==> config.mk <==
export PLATFORM = sky130hd
export DESIGN_NAME = mti_interlock
export DESIGN_NICKNAME = d
export VERILOG_FILES = /design/src/include/mti_pkg.sv /design/src/logic/mti_busy_counter.sv /design/src/logic/mti_interlock.sv
export SDC_FILE = /design/constraint.sdc
export NUM_CORES = 1
export LEC_CHECK = 0
export BUFFER_PORTS_ARGS = -buffer_cell sky130_fd_sc_hd__buf_2
export CORE_MARGIN = 2
export CORE_UTILIZATION = 30
export DETAILED_ROUTE_END_ITERATION = 16
export PLACE_DENSITY_LB_ADDON = 0.25
export SYNTH_ARGS = -nofsm -noshare
export SYNTH_HDL_FRONTEND = slang
export SYNTH_SLANG_ARGS = --single-unit
==> constraint.sdc <==
create_clock -name clk_in -period 1.6 [get_ports clk_in]
set_input_delay 0.08 -clock clk_in [delete_from_list [all_inputs] [get_ports clk_in]]
set_output_delay 0.08 -clock clk_in [all_outputs]
set_load 0.02 [all_outputs]
==> src/include/mti_pkg.sv <==
// Purpose: constants for the multiplier transfer interlock
// Assumes: one 200 MHz clock, asynchronous active-low reset
// Notes: transfer opcodes are a small local encoding fed by the decoder
package mti_pkg;
    // ========================================
    // transfer opcodes
    localparam logic [2:0] OP_NONE = 3'h0;
    localparam logic [2:0] OP_STORE_MEM = 3'h1;
    localparam logic [2:0] OP_STORE_GEN = 3'h2;
    localparam logic [2:0] OP_LOAD_GEN = 3'h3;
    localparam logic [2:0] OP_LOAD_MEM = 3'h4;
    // ========================================
    // timing
    localparam int MULT_BUSY_CYCLES = 3;
    localparam logic [3:0] STORE_TAIL = 4'h1;
    localparam logic [3:0] NO_TAIL = 4'h0;
    localparam int CNT_W = 4;
endpackage

==> src/logic/mti_busy_counter.sv <==
// Purpose: multiplier busy tracker
// Assumes: start pulses on the final access stage of a word multiply-accumulate
// Notes: busy lasts the configured number of cycles after the latest start; a start while busy reloads the count
`timescale 1ns/1ps
module mti_busy_counter #(
    parameter int BUSY_CYCLES = mti_pkg::MULT_BUSY_CYCLES
) (
    input wire logic clk_in,
    input wire logic resetn_in,
    input wire logic start_in,
    output logic busy_out,
    output logic last_out
);
    import mti_pkg::*;
    logic [CNT_W-1:0] cnt_q;

    // the counter is CNT_W bits wide, so longer busy spans cannot be held
    if (BUSY_CYCLES < 1 || BUSY_CYCLES > 15) begin : g_bad_busy
        $error("busy cycles out of range");
    end

    always_ff @(posedge clk_in or negedge resetn_in) begin
        if (!resetn_in) begin
            cnt_q <= 4'h0;
        end else if (start_in) begin
            cnt_q <= CNT_W'(BUSY_CYCLES);
        end else if (cnt_q != 4'h0) begin
            cnt_q <= cnt_q - 4'h1;
        end
    end

    assign busy_out = (cnt_q != 4'h0);
    assign last_out = (cnt_q == 4'h1);

    property p_busy_len;
        @(posedge clk_in) disable iff (!resetn_in)
        start_in |=> busy_out [*3] ##1 (!busy_out || $past(start_in));
    endproperty
    a_busy_len: assert property (p_busy_len) else $error("busy length wrong");
endmodule // mti_busy_counter

==> src/logic/mti_interlock.sv <==
// Purpose: stretches the access stage of accumulator transfers over a busy multiplier
// Assumes: decoder presents a transfer at execute with xfer_valid_in for one cycle
// Notes: fetch_grant_out low whenever the transfer access owns the memory path
`timescale 1ns/1ps
module mti_interlock (
    input wire logic clk_in,
    input wire logic resetn_in,
    input wire logic mac_final_access_in,
    input wire logic xfer_valid_in,
    input wire logic [2:0] xfer_op_in,
    input wire logic fetch_req_in,
    output logic fetch_grant_out,
    output logic access_active_out,
    output logic access_done_out,
    output logic mem_write_out,
    output logic mem_read_out,
    output logic mult_access_out,
    output logic stall_out,
    output logic multiplier_busy_out
);
    import mti_pkg::*;

    typedef enum logic [2:0] {
        ST_IDLE = 3'b001,
        ST_WAIT = 3'b010,
        ST_TAIL = 3'b100
    } mti_state_e;

    mti_state_e state_q;
    logic [2:0] op_q;
    logic [3:0] tail_q;
    logic busy;
    logic busy_last;
    logic access_req;
    logic access_fin;
    logic mem_write_q;
    logic mem_read_q;

    // ========================================
    // multiplier busy
    mti_busy_counter #(.BUSY_CYCLES(MULT_BUSY_CYCLES)) u_busy (
        .clk_in(clk_in),
        .resetn_in(resetn_in),
        .start_in(mac_final_access_in),
        .busy_out(busy),
        .last_out(busy_last)
    );
    assign multiplier_busy_out = busy;

    // ========================================
    // access stage sequencing
    // every transfer except store-to-general gets an access stage
    assign access_req = xfer_valid_in && (xfer_op_in == OP_STORE_MEM || xfer_op_in == OP_LOAD_GEN ||
        xfer_op_in == OP_LOAD_MEM);

    always_ff @(posedge clk_in or negedge resetn_in) begin
        if (!resetn_in) begin
            state_q <= ST_IDLE;
            op_q <= OP_NONE;
            tail_q <= NO_TAIL;
        end else begin
            case (state_q)
                ST_IDLE: begin
                    if (access_req && state_q == ST_IDLE) begin
                        op_q <= xfer_op_in;
                        tail_q <= (xfer_op_in == OP_STORE_MEM) ? STORE_TAIL : NO_TAIL;
                        state_q <= ST_WAIT;
                    end
                end
                ST_WAIT: begin
                    // stretched while the multiplier runs
                    if (busy_last && tail_q != NO_TAIL) begin
                        state_q <= ST_TAIL;
                    end else if (!busy || busy_last) begin
                        state_q <= ST_IDLE;
                    end
                end
                ST_TAIL: begin
                    state_q <= ST_IDLE; // one extra state for memory stores
                end
                default: begin
                    state_q <= ST_IDLE;
                end
            endcase
        end
    end

    // loads close in the last busy cycle; a stretched store closes one state later in the tail
    assign access_fin = (state_q == ST_WAIT && (!busy || (busy_last && tail_q == NO_TAIL))) ||
        (state_q == ST_TAIL);
    assign access_active_out = (state_q != ST_IDLE);
    assign access_done_out = access_fin;
    assign mult_access_out = access_fin;
    // access owns the memory path for the whole slot, so fetch waits
    assign fetch_grant_out = fetch_req_in && (state_q == ST_IDLE);
    // younger decode and execute hold while the slot is open, except in the cycle where it closes
    assign stall_out = (state_q != ST_IDLE) && !access_fin;

    always_ff @(posedge clk_in or negedge resetn_in) begin
        if (!resetn_in) begin
            mem_write_q <= 1'b0;
            mem_read_q <= 1'b0;
        end else begin
            mem_write_q <= (state_q != ST_IDLE) && op_q == OP_STORE_MEM;
            mem_read_q <= (state_q != ST_IDLE) && op_q == OP_LOAD_MEM;
        end
    end
    assign mem_write_out = mem_write_q;
    assign mem_read_out = mem_read_q;

    // ========================================
    // checks
    property p_fetch_block;
        @(posedge clk_in) disable iff (!resetn_in)
        access_active_out |-> !fetch_grant_out;
    endproperty
    a_fetch_block: assert property (p_fetch_block) else $error("fetch during access");

    property p_reg_fetch;
        @(posedge clk_in) disable iff (!resetn_in)
        (access_req && xfer_op_in == OP_LOAD_GEN && state_q == ST_IDLE) |=> !fetch_grant_out;
    endproperty
    a_reg_fetch: assert property (p_reg_fetch) else $error("load fetch overlap");

    property p_mem_fetch;
        @(posedge clk_in) disable iff (!resetn_in)
        (access_req && xfer_op_in == OP_LOAD_MEM && state_q == ST_IDLE) |=> !fetch_grant_out;
    endproperty
    a_mem_fetch: assert property (p_mem_fetch) else $error("memory load fetch overlap");

    property p_stretch;
        @(posedge clk_in) disable iff (!resetn_in)
        (state_q == ST_WAIT && busy && !busy_last) |-> !access_done_out;
    endproperty
    a_stretch: assert property (p_stretch) else $error("slot ended while busy");

    property p_stall;
        @(posedge clk_in) disable iff (!resetn_in)
        (access_active_out && !access_done_out) |-> stall_out;
    endproperty
    a_stall: assert property (p_stall) else $error("no stall during slot");

    property p_tail;
        @(posedge clk_in) disable iff (!resetn_in)
        (state_q == ST_WAIT && busy_last && tail_q != NO_TAIL) |=> access_done_out;
    endproperty
    a_tail: assert property (p_tail) else $error("store tail missing");

    property p_idle_end;
        @(posedge clk_in) disable iff (!resetn_in)
        (state_q == ST_WAIT && busy && !busy_last && tail_q == NO_TAIL) |-> ##[1:16] access_done_out;
    endproperty
    a_idle_end: assert property (p_idle_end) else $error("load slot never ends");

    property p_load_end;
        @(posedge clk_in) disable iff (!resetn_in)
        (state_q == ST_WAIT && busy_last && tail_q == NO_TAIL) |-> access_done_out;
    endproperty
    a_load_end: assert property (p_load_end) else $error("load slot not closed with multiplier");

    property p_store_hold;
        @(posedge clk_in) disable iff (!resetn_in)
        (state_q == ST_WAIT && busy && tail_q != NO_TAIL) |-> !access_done_out;
    endproperty
    a_store_hold: assert property (p_store_hold) else $error("store slot ended while busy");

    property p_done_close;
        @(posedge clk_in) disable iff (!resetn_in)
        access_done_out |=> !access_active_out;
    endproperty
    a_done_close: assert property (p_done_close) else $error("slot open after done");

    property p_grant_free;
        @(posedge clk_in) disable iff (!resetn_in)
        (!access_active_out && fetch_req_in) |-> fetch_grant_out;
    endproperty
    a_grant_free: assert property (p_grant_free) else $error("fetch refused with no access");

    property p_store_fetch;
        @(posedge clk_in) disable iff (!resetn_in)
        (access_req && xfer_op_in == OP_STORE_MEM && state_q == ST_IDLE) |=> !fetch_grant_out;
    endproperty
    a_store_fetch: assert property (p_store_fetch) else $error("store fetch overlap");

    property p_rw_excl;
        @(posedge clk_in) disable iff (!resetn_in)
        mem_write_out |-> !mem_read_out;
    endproperty
    a_rw_excl: assert property (p_rw_excl) else $error("read and write together");

    property p_busy_rise;
        @(posedge clk_in) disable iff (!resetn_in)
        mac_final_access_in |=> multiplier_busy_out;
    endproperty
    a_busy_rise: assert property (p_busy_rise) else $error("busy missing after final access");

    property p_stall_free;
        @(posedge clk_in) disable iff (!resetn_in)
        !access_active_out |-> !stall_out;
    endproperty
    a_stall_free: assert property (p_stall_free) else $error("stall with no slot open");

    property p_start;
        @(posedge clk_in) disable iff (!resetn_in)
        (access_req && state_q == ST_IDLE) |=> access_active_out;
    endproperty
    a_start: assert property (p_start) else $error("no access stage added");

    property p_write;
        @(posedge clk_in) disable iff (!resetn_in)
        (access_active_out && op_q == OP_STORE_MEM) |=> mem_write_out;
    endproperty
    a_write: assert property (p_write) else $error("store not written");

    property p_read;
        @(posedge clk_in) disable iff (!resetn_in)
        (access_active_out && op_q == OP_LOAD_MEM) |=> mem_read_out;
    endproperty
    a_read: assert property (p_read) else $error("load not read");
endmodule // mti_interlock

==> metrics, run 1 <==
status=complete, but fails checks; failing checks=negative setup slack; CP Data Arrival Time=1.64 ns; most frequent cell after synthesis=dfrtp_1; Area Growth Syn to Fin=36.70%; die area=2756 sq um; Max VDD drop=0.0005567 V; drt wl/cell=11.18 um; Skew-Pair Late Insertion Delay=0.27 ns; number of antenna violations at the first check in global routing=0; Root Driver=clkbuf_4; XOR/XNOR share of the synthesized area=0.01241; DRC viols=0; Die H=52.50 um; max-cap viol count=0; Met3 Wirelength=42 um; Yosys reg bits=13; Max H-tree Level=1; Core Rows=17; post-DP HPWL=992.3 um; Die Width=52.50 um; fmax=0.5798 GHz; # setup viols final=3; top sig layer=met3; vias in the first global route=537; largest net degree at the start of global routing=14; area leader, netlist=dfrtp_1; Synth warnings=0; Compound-Gate Fraction of Synth Area=0.1064; final setup skew=0.01152 ns; Synth Area in Adders=0.03546; Synth area leaders=dfrtp_1 (43%), mux2_4 (6.4%), dfstp_2 (3.7%), a21oi_1 (3.5%), ha_1 (3.5%); Syn Area/Cell=10.69 sq um; mux contribution to synthesized area=0.09397; number of I/O pins=16; Iteration-0 DRC Markers=7; CP Capture Type=output port; TritonCTS Sinks=13; largest family of logic cells by synthesized area=simple AND/OR/NAND/NOR gates; GRT overflow=0; P per Cell Area=1052 nW/um^2; CP Launch Type=flop; RSZ-0062 raised after global routing=true; final std cells w/o fill=120; Design Power=1.015 mW; number of buffers created by CTS=3; Max transition margin=0.8029; synthesized-area fraction occupied by and/or/nand/nor cells=0.2518; Leakage Power=0.4513 nW; CTS tree=built; FFs w/ async S/R, synth=1.000; Via Count=549; Distinct cells, synth=31; crit path max fanout=3; min Tclk post-route=1.725 ns; initial core utilization=0.3190; number of synthesized flops with an enable pin=0; share of post-route cells with drive strength above 1=0.4565; Placeable Area=2212 sq um; most frequent cells after synthesis=dfrtp_1 (12), nor2_1 (6), a21oi_1 (5); critical path type=reg2out; remaining antenna violation count after routing=0; TritonRoute pass-1 iters=4; IO buf count=15; worst hold path class=in2reg; Clock Tree Buf Depth=2; vias per cell=4.575; Syn Inst Count=66; Tot GR Track Use=0.1215; top cell type's share of synthesized area=0.4255; Tightest Pin Transition=0.2956 ns; prevailing post-synth register cell=dfrtp_1; wl on met1=659 um; clk slew on worst S/H paths=0.08 ns; # diodes=0; net count after synthesis=76; worst setup margin=-0.1248 ns; nets=103; Cell Area, Synth=705.7 sq um; share of the yosys chip area belonging to registers=0.4628; final RePlAce weighted congestion=0.7520; fin. max-slew vios=0; Post-Place Cells=110; met2 wire length=640 um; drt total wl=1342 um; fin crit share=1.078; final hold violation count=0; first-pass GRT wire length=2421 um; required time worst endpoint=1.52 ns
==> cells in the final DEF (no fill, tap or decap), types with 2 or more instances in the layout <==
| master | Yosys | layout |
|---|---|---|
| nand2_1 | 4 | 4 |
| clkbuf_4 | 0 | 3 |
| dfrtp_1 | 12 | 11 |
| buf_4 | 1 | 8 |
| mux2_4 | 3 | 4 |
| nand2b_1 | 4 | 4 |
| buf_6 | 0 | 3 |
| inv_1 | 4 | 3 |
| nand3b_1 | 2 | 2 |
| nor2_1 | 6 | 5 |
| ha_4 | 0 | 2 |
| buf_2 | 0 | 12 |
| o21ai_0 | 2 | 2 |
| a21oi_1 | 5 | 5 |
==> critical path, stage by stage, from the launching register on <==
cell      delay [ns]
dfrtp_1         0.41
inv_2           0.08
buf_4           0.11
ha_4            0.13
o211ai_1        0.12
mux2_4          0.31
nor2_4          0.11
buf_6           0.13
==> final cells by class <==
cell class	count	area, sq um
multi-input combinational	47	396.6
fill	227	1247
inverter	4	15.01
clock buffer	4	26.28
sequential	13	327.8
timing repair buffer	24	163.9
tap	28	35.03
==> layer usage <==
layer | track usage | vias to the layer above
li1 | - | 280
met1 | 0.1601 | 261
met5 | 0 | -
met4 | 0.01282 | 0
met2 | 0.1979 | 8
met3 | 0.04286 | 0
==> sequential cells by signal, indices dropped and copies added, names as in the netlist <==
signal,flops
mem_write_out,1
tail_q,1
op_q,3
mem_read_out,1
state_q,3
u_busy.cnt_q,4
==> power breakdown <==
part | switching, mW | internal (mW)
combinational | 0.172 | 0.207
sequential | 0.0537 | 0.385
clock | 0.101 | 0.0963
==> cell families after synthesis <==
family	Yosys count
AOI/OAI and AO/OA	12
xor gates and xnor gates	1
adders and majority gates	2
buffers and inverters	6
DFF	13
muxes	5
and+or+nand+nor	27
==> stage by stage <==
| step | area (sq um) | hold WS (ns) | setup TNS [ns] | setup slack [ns] | util |
|---|---|---|---|---|---|
| final | 964.7 | 0.01450 | -0.3184 | -0.1248 | 0.4361 |
| after global routing | 964.7 | 0.01263 | -0.6672 | -0.2412 | 0.4361 |
| after CTS | 957.2 | 0.004660 | -0.3454 | -0.1551 | 0.4327 |
| after detailed placement | 834.6 | -0.02709 | 0 | 0.04414 | 0.3773 |
| after global placement | 834.6 | -0.02165 | 0 | 0.07985 | 0.3773 |
| after floorplan | 714.4 | -0.2156 | 0 | 0.04379 | - |
==> final timing paths <==
| kind | end | from | slack, ns | cells past startpoint |
|---|---|---|---|---|
| worst max-delay path | access_done_out | u_busy.cnt_q[1] | -0.12 | 7 |
| worst min-delay path | op_q[2] | xfer_op_in[0] | 0.01 | 2 |
| worst max register to register | tail_q[0] | state_q[0] | 0.21 | 4 |
| worst min register to register | mem_write_out | op_q[2] | 0.43 | 1 |
| max in group asynchronous | state_q[0] | resetn_in | 1.12 | 2 |
| min in group asynchronous | op_q[1] | resetn_in | 0.21 | 2 |
==> what timing repair did <==
item / 4_1_cts / 5_1_grt
setup endpoints to repair: 4 / 3
gates resized for setup: 15 / 0
endpoints found under the hold margin: 13 / 0
hold buffers: 1 / 0
gates cloned: 0 / 0
setup buffers: 4 / 1
pin swaps: 2 / 3
(Power assumes the default switching activity.)
==> inputs of run 2 (changes only) <==
clock period = 1.9 ns   (was 1.6 ns; I/O delays follow)
==> metrics, run 2 (same netlist as run 1, synthesis figures left out) <==
status=finished, final reports clean; initial core utilization=0.3190 (unchanged); CP Capture Type=output port; # diodes=0 (unchanged); CTS tree=built; fmax=0.5477 GHz; crit path max fanout=4 (+1); Hold Path Sink=u_busy.cnt_q[3]; critical path type=reg2out; vias in the first global route=505 (-6.0%); Largest register FFs=4 (unchanged); Die Width=52.50 um (unchanged); largest net degree at the start of global routing=14 (unchanged); commonest cells after routing, fill and taps aside=buf_2 (13), dfrtp_1 (12), nor2_1 (5), a21oi_1 (5), buf_4 (5); final setup skew=0.0009149 ns (-0.01061 ns); Area after DPL=827.0 sq um (-0.90%); Core Rows=17 (unchanged); Via Count=544 (-0.91%); required time worst endpoint=1.80 ns (+0.28 ns); worst reg2reg setup slack=0.36 ns (+0.15 ns); CP Data Arrival Time=1.73 ns (+0.09 ns); Reg2Reg Launch Point=u_busy.cnt_q[1]; Final Cell Area=922.1 sq um (-4.4%); share of post-route cells with drive strength above 1=0.4157 (-0.04079); Post-Place Cells=110 (unchanged); Top reg by flops=u_busy.cnt_q; fin. max-slew vios=0 (unchanged); fin crit share=0.9609; final hold violation count=0 (unchanged); remaining antenna violation count after routing=0 (unchanged); P per Cell Area=893.0 nW/um^2 (-15%); GRT overflow=0 (unchanged); Iteration-0 DRC Markers=9 (+2); final RePlAce weighted congestion=0.7227 (-3.9%); Clock Tree Buf Depth=2 (unchanged); Root Driver=clkbuf_4; hold_sp=mac_final_access_in; Area Growth Syn to Fin=30.67%; Tot GR Track Use=0.1124 (-0.009100); Max H-tree Level=1 (unchanged); max-cap viol count=0 (unchanged); Max transition margin=0.7998 (-0.003167); die area=2756 sq um (unchanged); # setup viols final=0 (-3); Placeable Area=2212 sq um (unchanged); CP Launch Type=flop; Reg2Reg Depth=8 (+4); pre-CTS WS=0.2478 ns (+0.2037 ns); number of I/O pins=16 (unchanged); drt wl/cell=11.86 um (+6.1%); worst hold path class=in2reg; number of buffers created by CTS=3 (unchanged); DRC viols=0 (unchanged); TritonCTS Sinks=13 (unchanged); TritonRoute pass-1 iters=4 (unchanged); vias per cell=4.650 (+1.6%); final std cells w/o fill=117 (-2.5%); worst setup margin=0.07434 ns (+0.1992 ns); first-pass GRT wire length=2173 um (-10%); Worst Hold Depth=2 (unchanged); leading cell type in the layout, fill and taps excluded=buf_2; Max VDD drop=0.0004457 V (-20%); RSZ-0062 raised after global routing=true; clk slew on worst S/H paths=0.08 ns (about the same); IO buf count=15 (unchanged); post-DP HPWL=1028 um (+3.6%); Largest regs=u_busy.cnt_q (4), op_q (3), state_q (3); number of antenna violations at the first check in global routing=0 (unchanged); Skew-Pair Late Insertion Delay=0.27 ns (about the same); min Tclk post-route=1.826 ns; drt total wl=1388 um (+3.4%); Leakage Power=0.4384 nW (-2.8%); worst r2r dst=state_q[0]; nets=100 (-2.9%); Tightest Pin Transition=0.3004 ns (+0.004750 ns); Die H=52.50 um (unchanged)
run 2: cell types whose count changed in the layout (fill, tap and decap cells not counted):
cell	previous run	this run
buf_2	12	13
buf_4	8	5
buf_6	3	2
dfrtp_1	11	12
dfrtp_2	1	0
ha_1	0	1
ha_4	2	1
run 2: report_power, final:
part,switching [mW],internal [mW]
registers,0.0452,0.324
logic,0.133,0.150
clock network,0.0902,0.0814
total,0.269,0.555
run 2: area by class of cell:
class,count,area (sq um)
inverters,4,15.01
multi-input cells,47,384.1
clock buffers,4,26.28
repair buffers,21,135.1
fillers,237,1290
well taps,28,35.03
flip-flops and latches,13,326.6
run 2: metal layers:
metal  vias up  track usage  share of wire
met4         0      0.03419              0
li1        277            -              -
met5         -            0              0
met3         0      0.06286          0.063
met2        13       0.1688           0.50
met1       254       0.1360           0.44
run 2: critical path, stage by stage (launching register included):
cell	delay [ns]
dfrtp_1	0.45
ha_4	0.17
nor2b_4	0.13
o211ai_1	0.14
mux2_4	0.32
nor2_4	0.13
buf_6	0.12
run 2: how the worst max path moves through the flow:
stage | start | slack [ns] | end | cells after the start
after floorplan | u_busy.cnt_q[0] | 0.07 | mult_access_out | 7
after global placement | u_busy.cnt_q[1] | 0.36 | access_done_out | 7
after detailed placement | u_busy.cnt_q[1] | 0.25 | mult_access_out | 7
after CTS | u_busy.cnt_q[1] | 0.008 | mult_access_out | 7
after global routing | u_busy.cnt_q[1] | -0.05 | access_done_out | 7
final | u_busy.cnt_q[0] | 0.07 | mult_access_out | 6
run 2: stage by stage:
| stage | hold WS, ns | utilization | TNS [ns] | total power [mW] |
|---|---|---|---|---|
| global placement | -0.004185 | 0.3739 | 0 | 0.6074 |
| detailed placement | -0.003257 | 0.3739 | 0 | 0.6138 |
| global route | 0.002771 | 0.4169 | -0.1036 | 0.8861 |
| finish | 0.01588 | 0.4169 | 0 | 0.8235 |
| floorplan | -0.2006 | - | 0 | 0.5334 |
| CTS | 0.006890 | 0.3959 | 0 | 0.7943 |
run 2: timing repair:
action | in CTS | in global routing
setup endpoints to repair | 2 | 3
endpoints found under the hold margin | 13 | 0
buffers inserted | 0 | 2
pin swaps | 0 | 2
resized for setup | 5 | 7
hold buffers | 1 | 0
==> inputs of run 3 (changes only) <==
BUFFER_PORTS_ARGS = default   (was -buffer_cell sky130_fd_sc_hd__buf_2)
DONT_BUFFER_PORTS = 1   (was default)
GPL_TIMING_DRIVEN = 1   (was default)
==> metrics, run 3 (same netlist as run 1, synthesis figures left out) <==
post-DP HPWL=914.1 um (-11%); combinational share of power=0.301 (-0.043); initial core utilization=0.3190 (unchanged); Core Util, Final=0.3880 (-0.02885); Largest register FFs=4 (unchanged); Worst Hold Depth=2 (unchanged); clk slew on worst S/H paths=0.08 ns (about the same); Leakage Power=0.3755 nW (-14%); GRT overflow=0 (unchanged); Sw Pwr=255.6 uW (-4.9%); commonest cells after routing, fill and taps aside=dfrtp_1 (11), nor2_1 (5), a21oi_1 (5), dlygate4sd3_1 (5); Clock Tree Buf Depth=2 (unchanged); Tightest Pin Transition=0.5647 ns (+0.2644 ns); number of buffers created by CTS=3 (unchanged); Area Growth Syn to Fin=21.63%; TritonRoute pass-1 iters=4 (unchanged); fmax=0.5622 GHz (+2.6%); status=finished, final reports clean; largest net degree at the start of global routing=14 (unchanged); worst setup margin=0.1213 ns (+0.04695 ns); Hold Path Sink=state_q[1]; fin. max-slew vios=0 (unchanged); number of antenna violations at the first check in global routing=0 (unchanged); Top reg by flops=u_busy.cnt_q; fin crit share=0.9362 (-0.02471); nets=88 (-12%); IO buf count=0 (-15); Skew-Pair Late Insertion Delay=0.27 ns (about the same); worst reg2reg setup slack=0.43 ns (+0.07 ns); Die Width=52.50 um (unchanged); CP Data Arrival Time=1.68 ns (-0.05 ns); max-cap viol count=0 (unchanged); final hold violation count=0 (unchanged); Placeable Area=2212 sq um (unchanged); Root Driver=clkbuf_4; hold_sp=xfer_valid_in; drt total wl=1225 um (-12%); Power Internal=524.9 uW (-5.4%); clock share of power=0.219 (+0.011); Largest regs=u_busy.cnt_q (4), op_q (3), state_q (3); worst r2r dst=state_q[0]; vias in the first global route=464 (-8.1%); Max H-tree Level=1 (unchanged); Reg2Reg Depth=7 (-1); TritonCTS Sinks=13 (unchanged); P per Cell Area=909.3 nW/um^2 (+1.8%); critical path type=reg2out; pre-CTS WS=0.3333 ns (+0.08549 ns); switching share of total power=0.3275 (+0.001035); # diodes=0 (unchanged); final RePlAce weighted congestion=0.6896 (-4.6%); first-pass GRT wire length=2001 um (-7.9%); Setup Fix Bufs, Post-CTS=0 (unchanged); # setup viols final=0 (unchanged); die area=2756 sq um (unchanged); remaining antenna violation count after routing=0 (unchanged); crit path max fanout=4 (unchanged); leading cell type in the layout, fill and taps excluded=dfrtp_1; DRC viols=0 (unchanged); Die H=52.50 um (unchanged); CP Capture Type=output port; Sequential Power Share=0.479 (+0.031); Iteration-0 DRC Markers=12 (+3); Reg2Reg Launch Point=u_busy.cnt_q[0]; Max transition margin=0.6223 (-0.1775); worst hold path class=in2reg; min Tclk post-route=1.779 ns (-0.04695 ns); drt wl/cell=11.67 um (-1.7%); Via Count=489 (-10%); vias per cell=4.657 (+0.16%); number of I/O pins=16 (unchanged); required time worst endpoint=1.80 ns (about the same); CP Launch Type=flop; final setup skew=0.001048 ns (+0.0001332 ns); share of post-route cells with drive strength above 1=0.2857 (-0.1300); Tot GR Track Use=0.1041 (-0.008311); Core Rows=17 (unchanged); CTS tree=built; Max VDD drop=0.0004708 V (+5.6%)
## run 3: metrics by stage
stage | power [mW] | hold WS [ns] | TNS, ns | instance area (sq um) | instances
after floorplan | 0.5334 | -0.2006 | 0 | 705.7 | 66
after global placement | 0.5807 | -0.2003 | 0 | 759.5 | 96
after detailed placement | 0.5818 | -0.2003 | 0 | 759.5 | 96
after CTS | 0.7667 | 0.002634 | 0 | 825.8 | 104
after global routing | 0.8397 | 0.01190 | -0.05129 | 858.3 | 105
final | 0.7805 | 0.01247 | 0 | 858.3 | 105
## run 3: layer usage
metal | track usage | vias up | part of all wire
li1 | - | 250 | -
met1 | 0.1239 | 229 | 0.48
met2 | 0.1500 | 10 | 0.46
met3 | 0.06571 | 0 | 0.060
met4 | 0.03846 | 0 | 0
met5 | 0 | - | 0
## run 3: critical path, cell delays in order, from the launching register on
cell and delay [ns]:
dfrtp_1 0.40, inv_2 0.09, ha_4 0.14, nor2b_2 0.15, o211ai_1 0.11, mux2_2 0.29, nor2_2 0.09, buf_6 0.15
## run 3: layout make-up
| class | count | area [sq um] |
|---|---|---|
| Timing Repair Buffer | 9 | 83.83 |
| Tap cell | 28 | 35.03 |
| Fill cell | 236 | 1354 |
| Multi-Input combinational cell | 47 | 370.4 |
| Clock buffer | 4 | 26.28 |
| Sequential cell | 13 | 327.8 |
| Inverter | 4 | 15.01 |
## run 3: power by group through the flow
stage                     logic [mW]  registers (mW)  clock network (mW)
after floorplan                0.172           0.362                   0
after global placement         0.209           0.372                   0
after detailed placement       0.209           0.373                   0
after CTS                      0.224           0.368               0.176
after global routing           0.263           0.380               0.197
final                          0.235           0.374               0.171
## run 3: worst max-delay path by stage
| stage | to | cells after the start | startpoint | slack (ns) |
|---|---|---|---|---|
| floorplan | mult_access_out | 7 | u_busy.cnt_q[0] | 0.07 |
| global placement | access_done_out | 7 | u_busy.cnt_q[1] | 0.36 |
| detailed placement | access_done_out | 7 | u_busy.cnt_q[1] | 0.33 |
| CTS | access_done_out | 7 | u_busy.cnt_q[1] | 0.01 |
| global route | access_done_out | 7 | u_busy.cnt_q[1] | -0.03 |
| finish | access_done_out | 7 | u_busy.cnt_q[1] | 0.12 |
## run 3: timing repair
item                                   in CTS  in global routing
setup endpoints to repair                   0                  2
endpoints found under the hold margin      20                  1
resized for setup                           0                  7
hold buffers                                4                  1
